[src/rtl/xba_defines.svh]
// Constants of the external bus ownership block.
// Assumes inclusion by bare name from design files under rtl/.
`ifndef XBA_DEFINES_SVH
`define XBA_DEFINES_SVH

`define XBA_DMA_CH      4
`define XBA_SYNC_RST    1'b0
`define XBA_LINE_IDLE   1'b0
`define XBA_LINE_PULL   1'b1
`define XBA_CH_NONE     4'h0

`endif

[src/rtl/xba_pkg.sv]
// Types of the external bus ownership block.
// Assumes the defines header is compiled alongside.
package xba_pkg;

  typedef enum logic [4:0] {
    XBA_OWN     = 5'b0_0001,
    XBA_DRAIN   = 5'b0_0010,
    XBA_REFRESH = 5'b0_0100,
    XBA_GRANTED = 5'b0_1000,
    XBA_SLAVE   = 5'b1_0000
  } xba_state_t;

endpackage : xba_pkg

[src/rtl/xba_arbiter.sv]
// External bus ownership: host hand-over, priority lines, DMA requests.
// Assumes one 40 MHz clock; pins are active high here, pads invert.
//
// Behaviour
// - Master finishes its outstanding transaction before granting to the host.
// - Master answers a host request by asserting host grant.
// - On hand-over, all bus outputs driven by the master are released.
// - On hand-over, the attached SDRAM is put into self-refresh.
// - Host grant stays asserted until the host drops its request.
// - Only the bus master drives host grant; slaves only monitor it.
// - Core priority line asserted while the core accesses external memory.
// - Slave core priority makes the master suspend background DMA.
// - Core priority line is open-drain: pull low or release only.
// - DMA priority line asserted while a high-priority channel accesses.
// - Slave DMA priority makes master's normal-priority DMA yield.
// - DMA priority line is open-drain: pull low or release only.
// - Four external DMA requests start transfers per channel setup.
// - Requests on uninitialised channels are ignored.
// - Flyby channels assert the flyby strobe during each flyby transfer.
// - I/O output enable active on flyby transfers from device to memory.
`timescale 1ns/1ps
`default_nettype none
`include "xba_defines.svh"

module xba_arbiter (
  // Clock and reset
  input  wire logic                     clk_i,
  input  wire logic                     resetn_i,
  // Mastership and host handshake
  input  wire logic                     is_master_i,
  input  wire logic                     host_request_i,
  input  wire logic                     host_grant_i,
  output logic                          host_grant_o,
  output logic                          host_grant_oe_o,
  // Transaction and SDRAM controller handshake
  input  wire logic                     xact_busy_i,
  output logic                          sdram_refresh_req_o,
  input  wire logic                     sdram_refresh_ack_i,
  output logic                          bus_drive_en_o,
  // Core and DMA engine status
  input  wire logic                     core_ext_access_i,
  input  wire logic                     hp_dma_access_i,
  input  wire logic                     np_dma_active_i,
  output logic                          bg_dma_suspend_o,
  output logic                          np_dma_yield_o,
  // Shared open-drain priority lines, high means pulled low
  input  wire logic                     core_priority_line_i,
  output logic                          core_priority_line_o,
  output logic                          core_priority_line_oe_o,
  input  wire logic                     dma_priority_line_i,
  output logic                          dma_priority_line_o,
  output logic                          dma_priority_line_oe_o,
  // External DMA requests and channel setup
  input  wire logic [`XBA_DMA_CH-1:0]   ext_dma_request_i,
  input  wire logic [`XBA_DMA_CH-1:0]   ch_init_i,
  input  wire logic [`XBA_DMA_CH-1:0]   ch_flyby_i,
  input  wire logic [`XBA_DMA_CH-1:0]   ch_io_to_mem_i,
  output logic [`XBA_DMA_CH-1:0]        dma_start_o,
  input  wire logic                     flyby_xfer_i,
  input  wire logic [1:0]               flyby_ch_i,
  output logic                          flyby_strobe_o,
  output logic                          io_dev_out_enable_o
);

  // ---------------------------------------------------------------
  // Host hand-over state machine
  // ---------------------------------------------------------------
  xba_pkg::xba_state_t state;
  xba_pkg::xba_state_t next_state;
  logic                host_req_s;
  logic                host_grant_s;

  xba_sync u_sync_hreq (
    .clk_i    (clk_i),
    .resetn_i (resetn_i),
    .async_i  (host_request_i),
    .sync_o   (host_req_s)
  );

  xba_sync u_sync_hgnt (
    .clk_i    (clk_i),
    .resetn_i (resetn_i),
    .async_i  (host_grant_i),
    .sync_o   (host_grant_s)
  );

  // The self-refresh handshake is done before the grant so that the host
  // never sees an SDRAM that still needs our refresh cycles.
  always_comb begin
    next_state = state;
    case (state)
      xba_pkg::XBA_SLAVE: begin
        if (is_master_i && !host_grant_s) next_state = xba_pkg::XBA_OWN;
      end
      xba_pkg::XBA_OWN: begin
        if (!is_master_i) next_state = xba_pkg::XBA_SLAVE;
        else if (host_req_s) next_state = xba_pkg::XBA_DRAIN;
      end
      xba_pkg::XBA_DRAIN: begin
        if (!xact_busy_i) next_state = xba_pkg::XBA_REFRESH;
      end
      xba_pkg::XBA_REFRESH: begin
        if (sdram_refresh_ack_i) next_state = xba_pkg::XBA_GRANTED;
      end
      xba_pkg::XBA_GRANTED: begin
        if (!host_req_s) next_state = xba_pkg::XBA_SLAVE;
      end
      default: next_state = xba_pkg::XBA_SLAVE;
    endcase
  end

  always_ff @(posedge clk_i or negedge resetn_i) begin
    if (!resetn_i) state <= xba_pkg::XBA_SLAVE;
    else state <= next_state;
  end

  logic granted;
  logic owns_bus;
  assign granted = (state == xba_pkg::XBA_GRANTED);
  assign owns_bus = (state == xba_pkg::XBA_OWN)
                 || (state == xba_pkg::XBA_DRAIN)
                 || (state == xba_pkg::XBA_REFRESH);

  // ---------------------------------------------------------------
  // Pin outputs, registered
  // ---------------------------------------------------------------
  logic                    grant_q;
  logic                    grant_oe_q;
  logic                    drive_q;
  logic                    refresh_q;
  logic                    cpa_q;
  logic                    dpa_q;
  logic                    flyby_q;
  logic                    io_dev_out_enable_q;
  logic                    next_grant;
  logic                    next_grant_oe;
  logic                    next_drive;
  logic                    next_refresh;
  logic                    next_cpa;
  logic                    next_dpa;
  logic                    next_flyby;
  logic                    next_io_dev_out_enable;
  logic [1:0]              cpa_hist;
  logic [1:0]              dpa_hist;
  logic [1:0]              next_cpa_hist;
  logic [1:0]              next_dpa_hist;

  always_comb begin
    next_grant    = granted;
    next_grant_oe = is_master_i || granted;
    next_drive    = owns_bus;
    next_refresh  = (state == xba_pkg::XBA_REFRESH) || granted;
    next_cpa      = core_ext_access_i;
    next_dpa      = hp_dma_access_i;
    next_flyby    = flyby_xfer_i && ch_flyby_i[flyby_ch_i];
    next_io_dev_out_enable     = next_flyby && ch_io_to_mem_i[flyby_ch_i];
    next_cpa_hist = {cpa_hist[0], cpa_q};
    next_dpa_hist = {dpa_hist[0], dpa_q};
  end

  always_ff @(posedge clk_i or negedge resetn_i) begin
    if (!resetn_i) begin
      grant_q    <= `XBA_LINE_IDLE;
      grant_oe_q <= `XBA_LINE_IDLE;
      drive_q    <= `XBA_LINE_IDLE;
      refresh_q  <= `XBA_LINE_IDLE;
      cpa_q      <= `XBA_LINE_IDLE;
      dpa_q      <= `XBA_LINE_IDLE;
      flyby_q    <= `XBA_LINE_IDLE;
      io_dev_out_enable_q     <= `XBA_LINE_IDLE;
      cpa_hist   <= {2{`XBA_LINE_IDLE}};
      dpa_hist   <= {2{`XBA_LINE_IDLE}};
    end else begin
      grant_q    <= next_grant;
      grant_oe_q <= next_grant_oe;
      drive_q    <= next_drive;
      refresh_q  <= next_refresh;
      cpa_q      <= next_cpa;
      dpa_q      <= next_dpa;
      flyby_q    <= next_flyby;
      io_dev_out_enable_q     <= next_io_dev_out_enable;
      cpa_hist   <= next_cpa_hist;
      dpa_hist   <= next_dpa_hist;
    end
  end

  assign host_grant_o        = grant_q;
  assign host_grant_oe_o     = grant_oe_q;
  assign bus_drive_en_o      = drive_q;
  assign sdram_refresh_req_o = refresh_q;
  assign flyby_strobe_o      = flyby_q && drive_q;
  assign io_dev_out_enable_o = io_dev_out_enable_q && drive_q;

  // Open drain: the data bit is always the pulled level, only enable moves.
  assign core_priority_line_o    = `XBA_LINE_PULL;
  assign core_priority_line_oe_o = cpa_q;
  assign dma_priority_line_o     = `XBA_LINE_PULL;
  assign dma_priority_line_oe_o  = dpa_q;

  // ---------------------------------------------------------------
  // Priority preemption seen from the master
  // ---------------------------------------------------------------
  logic cpa_s;
  logic dpa_s;

  xba_sync u_sync_cpa (
    .clk_i    (clk_i),
    .resetn_i (resetn_i),
    .async_i  (core_priority_line_i),
    .sync_o   (cpa_s)
  );

  xba_sync u_sync_dpa (
    .clk_i    (clk_i),
    .resetn_i (resetn_i),
    .async_i  (dma_priority_line_i),
    .sync_o   (dpa_s)
  );

  // Our own pull is masked for the synchroniser's lag as well, so a master
  // does not stall itself on a line that it has just released.
  assign bg_dma_suspend_o = owns_bus && cpa_s && !cpa_q
                         && !(|cpa_hist);
  assign np_dma_yield_o   = owns_bus && np_dma_active_i
                         && dpa_s && !dpa_q && !(|dpa_hist);

  // ---------------------------------------------------------------
  // External DMA requests
  // ---------------------------------------------------------------
  logic [`XBA_DMA_CH-1:0] dreq_s;
  logic [`XBA_DMA_CH-1:0] dreq_d;
  logic [`XBA_DMA_CH-1:0] next_dreq_d;
  logic [`XBA_DMA_CH-1:0] start_q;
  logic [`XBA_DMA_CH-1:0] next_start;

  genvar g;
  generate
    for (g = 0; g < `XBA_DMA_CH; g++) begin : g_dreq
      xba_sync u_sync_dreq (
        .clk_i    (clk_i),
        .resetn_i (resetn_i),
        .async_i  (ext_dma_request_i[g]),
        .sync_o   (dreq_s[g])
      );
    end
  endgenerate

  // A start pulse per rising request; edge is taken after the synchroniser.
  always_comb begin
    next_dreq_d = dreq_s;
    next_start  = dreq_s & ~dreq_d & ch_init_i;
  end

  always_ff @(posedge clk_i or negedge resetn_i) begin
    if (!resetn_i) begin
      dreq_d  <= {`XBA_DMA_CH{1'b0}};
      start_q <= {`XBA_DMA_CH{1'b0}};
    end else begin
      dreq_d  <= next_dreq_d;
      start_q <= next_start;
    end
  end

  assign dma_start_o = start_q;

  // ---------------------------------------------------------------
  // Checks
  // ---------------------------------------------------------------
  chk_grant_after_drain: assert property (
    @(posedge clk_i) disable iff (!resetn_i)
    (state == xba_pkg::XBA_DRAIN) && xact_busy_i
    |=> (state == xba_pkg::XBA_DRAIN) && !host_grant_o)
    else $error("grant given while a transaction was busy");

  chk_grant_holds: assert property (
    @(posedge clk_i) disable iff (!resetn_i)
    granted && host_req_s |=> granted)
    else $error("grant dropped while host still requests");

  chk_grant_answers: assert property (
    @(posedge clk_i) disable iff (!resetn_i)
    granted |=> host_grant_o && host_grant_oe_o)
    else $error("grant state not shown on pin");

  chk_release_bus: assert property (
    @(posedge clk_i) disable iff (!resetn_i)
    host_grant_o |-> !bus_drive_en_o && !flyby_strobe_o)
    else $error("bus driven while host granted");

  chk_refresh_first: assert property (
    @(posedge clk_i) disable iff (!resetn_i)
    host_grant_o |-> sdram_refresh_req_o)
    else $error("grant without self-refresh");

  chk_slave_quiet: assert property (
    @(posedge clk_i) disable iff (!resetn_i)
    $past(!is_master_i && !granted) |-> !host_grant_oe_o)
    else $error("slave drives host grant");

  chk_cpa_follows: assert property (
    @(posedge clk_i) disable iff (!resetn_i)
    core_ext_access_i |=> core_priority_line_oe_o)
    else $error("core priority not pulled");

  chk_dpa_follows: assert property (
    @(posedge clk_i) disable iff (!resetn_i)
    hp_dma_access_i |=> dma_priority_line_oe_o)
    else $error("dma priority not pulled");

  chk_uninit_ignored: assert property (
    @(posedge clk_i) disable iff (!resetn_i)
    (dma_start_o & ~$past(ch_init_i)) == `XBA_CH_NONE)
    else $error("start on uninitialised channel");

  chk_io_dev_out_enable_flyby: assert property (
    @(posedge clk_i) disable iff (!resetn_i)
    io_dev_out_enable_o |-> flyby_strobe_o)
    else $error("io enable outside flyby");

endmodule : xba_arbiter
`default_nettype wire

[src/rtl/xba_sync.sv]
// Two flip-flop synchroniser for one asynchronous level.
// Assumes the input has no relation to clk_i.
`timescale 1ns/1ps
`default_nettype none
`include "xba_defines.svh"

module xba_sync (
  // Clock and reset
  input  wire logic clk_i,
  input  wire logic resetn_i,
  // Level
  input  wire logic async_i,
  output logic      sync_o
);

  logic stage1;
  logic stage2;
  logic next_stage1;
  logic next_stage2;

  always_comb begin
    next_stage1 = async_i;
    next_stage2 = stage1;
  end

  always_ff @(posedge clk_i or negedge resetn_i) begin
    if (!resetn_i) begin
      stage1 <= `XBA_SYNC_RST;
      stage2 <= `XBA_SYNC_RST;
    end else begin
      stage1 <= next_stage1;
      stage2 <= next_stage2;
    end
  end

  assign sync_o = stage2;

endmodule : xba_sync
`default_nettype wire

[config.mk]
export PLATFORM = sky130hd
export DESIGN_NAME = xba_arbiter
export DESIGN_NICKNAME = d
export VERILOG_FILES = /design/src/rtl/xba_pkg.sv /design/src/rtl/xba_arbiter.sv /design/src/rtl/xba_sync.sv
export VERILOG_INCLUDE_DIRS = /design/src /design/src/rtl
export SDC_FILE = /design/constraint.sdc
export NUM_CORES = 1
export LEC_CHECK = 0
export ABC_CLOCK_PERIOD_IN_PS = 2900
export BUFFER_PORTS_ARGS = -buffer_cell sky130_fd_sc_hd__buf_2
export CORE_MARGIN = 10
export CORE_UTILIZATION = 56
export CTS_BUF_LIST = sky130_fd_sc_hd__clkbuf_8
export DETAILED_ROUTE_END_ITERATION = 12
export PLACE_DENSITY_LB_ADDON = 0.12
export SETUP_SLACK_MARGIN = 0.3
export SLEW_MARGIN = 0
export SYNTH_ARGS = -nofsm -noshare
export SYNTH_HDL_FRONTEND = slang
export SYNTH_SLANG_ARGS = --single-unit
export TNS_END_PERCENT = 100
[constraint.sdc]
create_clock -name clk_i -period 2.9 [get_ports clk_i]
set_input_delay 0.29 -clock clk_i [delete_from_list [all_inputs] [get_ports clk_i]]
set_output_delay 0.29 -clock clk_i [all_outputs]
set_load 0.03 [all_outputs]
After elaboration in Yosys (flattened, before gate mapping)
Index checks and enable logic that the tools add are counted.
{"block": "word_totals", "reg_bits": 41, "input_bits": 31, "output_inout_bits": 16, "elab_cells": 78}
{"block": "classes", "order_cmp": 1, "eq_ne": 10, "mux": 11, "bitwise_logic": 3, "reduce_logical": 24}
{"op": "5-bit 2-to-1 mux", "count": 6}
{"op": "5-bit case mux with 5 select lines", "count": 1}
{"op": "1-bit logical AND", "count": 12}
{"op": "4-bit bitwise AND", "count": 2}
{"op": "2-bit != test, second input constant", "count": 4}
{"op": "5-bit by 1-bit equality test with 1-bit output, second input constant", "count": 1}
{"op": "5-bit by 2-bit equality test with 1-bit output, second input constant", "count": 1}
{"op": "5-bit by 3-bit equality test with 1-bit output, second input constant", "count": 1}
{"op": "5-bit by 4-bit equality test with 1-bit output, second input constant", "count": 1}
{"op": "5-bit equality test, second input constant", "count": 1}
{"op": "1-bit zero test", "count": 5}
{"op": "5-bit AND reduction", "count": 1}
{"op": "1-bit binary-select mux with 2-bit select", "count": 2}
{"op": "1-bit logical OR", "count": 4}
{"op": "4-bit inverter", "count": 1}
{"op": "2-bit OR reduction", "count": 2}
{"op": "2-bit by 3-bit < comparator with 1-bit output, second input constant", "count": 1}
{"op": "3-bit by 2-bit != test with 1-bit output, second input constant", "count": 1}
{"op": "1-bit 2-to-1 mux", "count": 2}

Logic depth before layout (Yosys ltp)
{"block": "depth", "word_depth": 7, "mapped_depth": 4, "depth_no_buf": 3}

By module
From an unflattened synthesis, not the netlist that was laid out.
{"block": "unflattened", "cells_unflattened": 105, "area_unflattened_um2": 1460.2}
{"mod": "xba_arbiter", "instances": 1, "cells_per_inst": 89, "area_each_um2": 1059.8, "seq_area_each_um2": 626.9}
{"mod": "xba_sync", "instances": 8, "cells_per_inst": 2, "area_each_um2": 50.0, "seq_area_each_um2": 50.0}

Worst setup path after synthesis
No wires, ideal clock.
{"block": "synth_path", "path_kind": "register -> output", "from": "register state[1]", "to": "output bg_dma_suspend_o", "arrival_ps": 1761, "required_ps": 2610, "setup_slack_ps": 849, "stages_incl_launch_ff": 5, "n_path_buf": 1, "path_cell_list": "dfrtp_1 buf_6 o21ai_0 o211ai_1 nor4_1"}
{"block": "synth_via", "elab_chain_len": 6, "elab_cells_between_ends": 8, "cone_classes": "eq/ne (3); reduce/logical (5)"}
{"element": "from (decl)", "line_no": "xba_arbiter.sv:68", "text": "xba_pkg::xba_state_t state;"}
{"element": "from (signal assigned)", "line_no": "xba_arbiter.sv:113", "text": "if (!resetn_i) state <= xba_pkg::XBA_SLAVE;"}
{"element": "from (signal assigned)", "line_no": "xba_arbiter.sv:114", "text": "else state <= next_state;"}
{"element": "5-bit by 1-bit equality test with 1-bit output or 5-bit by 2-bit equality test with 1-bit output (tied branches)", "line_no": "xba_arbiter.sv:120, xba_arbiter.sv:121"}
{"element": "1-bit logical OR", "line_no": "xba_arbiter.sv:121", "text": "|| (state == xba_pkg::XBA_DRAIN)"}
{"element": "1-bit logical OR (*)", "line_no": "xba_arbiter.sv:122", "text": "|| (state == xba_pkg::XBA_REFRESH);"}
{"element": "1-bit logical AND (*) (2 in a row)", "line_no": "xba_arbiter.sv:222", "text": "assign bg_dma_suspend_o = owns_bus && cpa_s && !cpa_q"}
{"element": "1-bit logical AND (*)", "line_no": "xba_arbiter.sv:223", "text": "&& !(|cpa_hist);"}
{"element": "to (decl)", "line_no": "xba_arbiter.sv:44", "text": "output logic bg_dma_suspend_o,"}
Mark *: on every way between the ends. The rest lies on a longest branch, timed or not.

Final worst setup path
{"block": "layout_path", "from": "register state[2]", "to": "output bg_dma_suspend_o"}
The elaborated chain is that of the path after synthesis.

==> run summary <==
Pre-CTS setup slack -> 1.23 ns
FF+latch count, synth -> 41
Root Driver -> clkbuf_8
Die ar. -> 5120 sq um
Setup bufs post-CTS -> 0
Cell breakdown of the critical path -> o21ai_0 -> o211ai_1 -> nor4_1 -> buf_2
Final Hold Viols -> 0
H-tree depth -> 2
Syn Std Cell Area -> 1490 sq um
Synth cell count leaders -> dfrtp_1 (40), nor2_1 (10), nand2_1 (5), nand3b_1 (5)
Drt pass-1 iters -> 4
# IOs -> 47
Main area contributors after synthesis -> dfrtp_1 (67%), mux4_2 (3.0%), nand3b_1 (2.5%)
Final WL -> 2730 microns
Critical path data arrival time -> 1.71 ns
Area Overhead vs Synth -> 21.2%
Ratio of cells with drive above 1 in the final layout -> 37.0%
Setup slack, reg-to-reg -> 1.46 ns
Clock-pin slew on the worst setup and hold paths -> 0.07 ns
IR Drop Worst-Case VDD -> 482 uV
Final Cycle Share -> 68.9%
RR Endpoint -> state[4]
Worst skew pair latency -> 0.29 ns
Worst Hold Class -> input pin to register
R2r startpoint -> state[2]
Via density -> 5.23
Post-Syn Instances -> 108
# setup viols final -> 0
I/O Buffers -> 44
Crit path to -> bg_dma_suspend_o
Fin cells -> 184
Initial DRC Count -> 87
P per Cell Area -> 680 nW/um^2
Critical Path Source Type -> register
Gr usage total -> 11.1%
Worst path slowest cell -> dfrtp_1
Yosys warns -> 0
Asr flop ratio synth -> 100%
Sequential-to-total area share from yosys stat -> 69.0%
Highest metal used -> met4
Fill cell count -> 180
Ys flop type -> dfrtp_1
LEAKAGE -> 0.000892 uW
Yosys cell types -> 34
Antenna-violating nets left -> 0
Worst-margin pin slew -> 0.870 ns
Reg2reg path depth -> 3
Finished Cell Area -> 1800 sq um
Cell area after placement -> 1690 sq um
Vias in the first global route -> 999
Wire length on met3 -> 330 microns
Final max-slew violation count -> 0
Post-Route M1 WL -> 1060 microns
Crit path largest cell delay -> 0.53 ns
Tmin final -> 2.00 ns
Num CTS Buffers -> 5
Clk_skew -> 0.00334 ns
Met2 wire len -> 1300 microns
Post-synth EDFFs -> 0
First-pass GRT wire length -> 4440 microns
DRC violations left -> 0
Vert. Die Dim -> 71.6 microns
Top-count cell post-synth -> dfrtp_1
Status -> complete, no violations
Worst Setup End Kind -> output pin
Post-CTS sizing -> 0
Core box area -> 2500 sq um
Initial core utilization -> 59.6%
FP Rows -> 18
Cell taking the most area after synthesis -> dfrtp_1
Die Wd -> 71.6 microns
Ant. Diodes -> 0
Vias -> 962
Remaining Overflow, GRT -> 0
CTS sink count -> 41
Slew HR -> 42.0%
Fmax -> 0.501 GHz
Wire per inst -> 14.8 microns
Detailed Place HPWL -> 2060 microns
Placed cells -> 176
RePlAce Congestion -> 0.719
CTS Hold Buffers Added -> 0
Initial antenna violation count -> 0
CP Class -> register to output pin
Launch point of the worst path -> state[2]
Largest net degree at the start of global routing -> 42
Worst Path Max Fanout -> 14
Setup ws final -> 0.903 ns
MaxCap Viol Count -> 0
Top cell type's share of synthesized area -> 67.2%
Clock buffer depth -> 2
Req. time, crit path -> 2.61 ns
CTS tree -> done
Setup_tns -> 0 ns
Mean Syn Cell Area -> 13.8 sq um
RSZ-0062 raised after global routing -> no
Nets -> 184
[flip-flops by register name, summed over array words and instances, names as in the netlist, 2 cells and up]
name / cells
dpa_hist: 2
cpa_hist: 2
dma_start_o: 4
g_dreq.u_sync_dreq.sync_o: 4
dreq_d: 4
g_dreq.u_sync_dreq.next_stage2: 4
state: 5
[kinds of logic after synthesis]
group / Yosys count / share of synthesized area [%]
other: 1 / 0.252
XOR/XNOR: 2 / 1.18
flip-flops: 41 / 69.0
buffers and inverters: 9 / 4.37
AO/OA/AOI/OAI: 11 / 5.13
multiplexers: 2 / 3.02
AND/OR/NAND/NOR: 42 / 17.1
[per-layer routing]
| metal | GRT usage [%] | up-vias |
|---|---|---|
| li1 | - | 454 |
| met1 | 11.0 | 452 |
| met2 | 17.5 | 52 |
| met3 | 7.58 | 4 |
| met4 | 5.59 | 0 |
| met5 | 0 | - |
[stage by stage]
step	power [uW]	util, %	hold slack (ns)
after floorplan	763	-	-0.00559
after global placement	793	67.7	0.331
after detailed placement	798	67.7	0.336
after CTS	1240	72.2	0.0933
after global routing	1290	72.2	0.0852
final	1230	72.2	0.104
[area by class of cell]
class	instances	area [sq um]	share of cell area (%)
Inverter	2	7.51	0.416
Clock buffer	5	68.8	3.81
Multi-Input combinational cell	59	400	22.2
Sequential cell	41	1030	56.9
Tap cell	30	37.5	2.08
Timing Repair Buffer	44	220	12.2
Clock inverter	3	42.5	2.36
[worst max-delay path, delay by kind of cell (launching register included)]
kind,cells,cell delay [ns]
and+or+nand+nor,1,0.24
AOI/OAI and AO/OA,2,0.41
DFF,1,0.53
buffers and inverters,1,0.25
[how the worst min path moves through the flow]
stage                                 from                                 to  slack (ns)  cells after the start
global placement    u_sync_dpa.next_stage2                  u_sync_dpa.sync_o        0.33                      0
detailed placement  u_sync_dpa.next_stage2                  u_sync_dpa.sync_o        0.34                      0
global route          ext_dma_request_i[1]  g_dreq[1].u_sync_dreq.next_stage2        0.09                      1
floorplan                         resetn_i                     bus_drive_en_o      -0.006                      0
finish                      host_request_i            u_sync_hreq.next_stage2        0.10                      1
CTS                   ext_dma_request_i[2]  g_dreq[2].u_sync_dreq.next_stage2        0.09                      1
[where the power goes]
group | total, uW | internal, uW | switching (uW) | leakage (uW)
logic | 140 | 69.2 | 70.5 | 0.000330
clock network | 442 | 255 | 187 | 0.0000595
registers | 646 | 612 | 34.6 | 0.000502
total | 1230 | 936 | 292 | 0.000892
[placed cells by master, fill, tap and decap left out, types with 3 or more instances in the layout]
| cell type | netlist | routed |
|---|---|---|
| inv_1 | 2 | 3 |
| nor2_1 | 10 | 10 |
| a21oi_1 | 3 | 3 |
| dfrtp_1 | 40 | 40 |
| clkbuf_8 | 0 | 5 |
| nand2b_1 | 3 | 3 |
| and2_1 | 3 | 3 |
| nand2_1 | 5 | 5 |
| a2111oi_0 | 3 | 3 |
| buf_2 | 1 | 44 |
| nand3b_1 | 5 | 5 |
(Power assumes the default switching activity.)
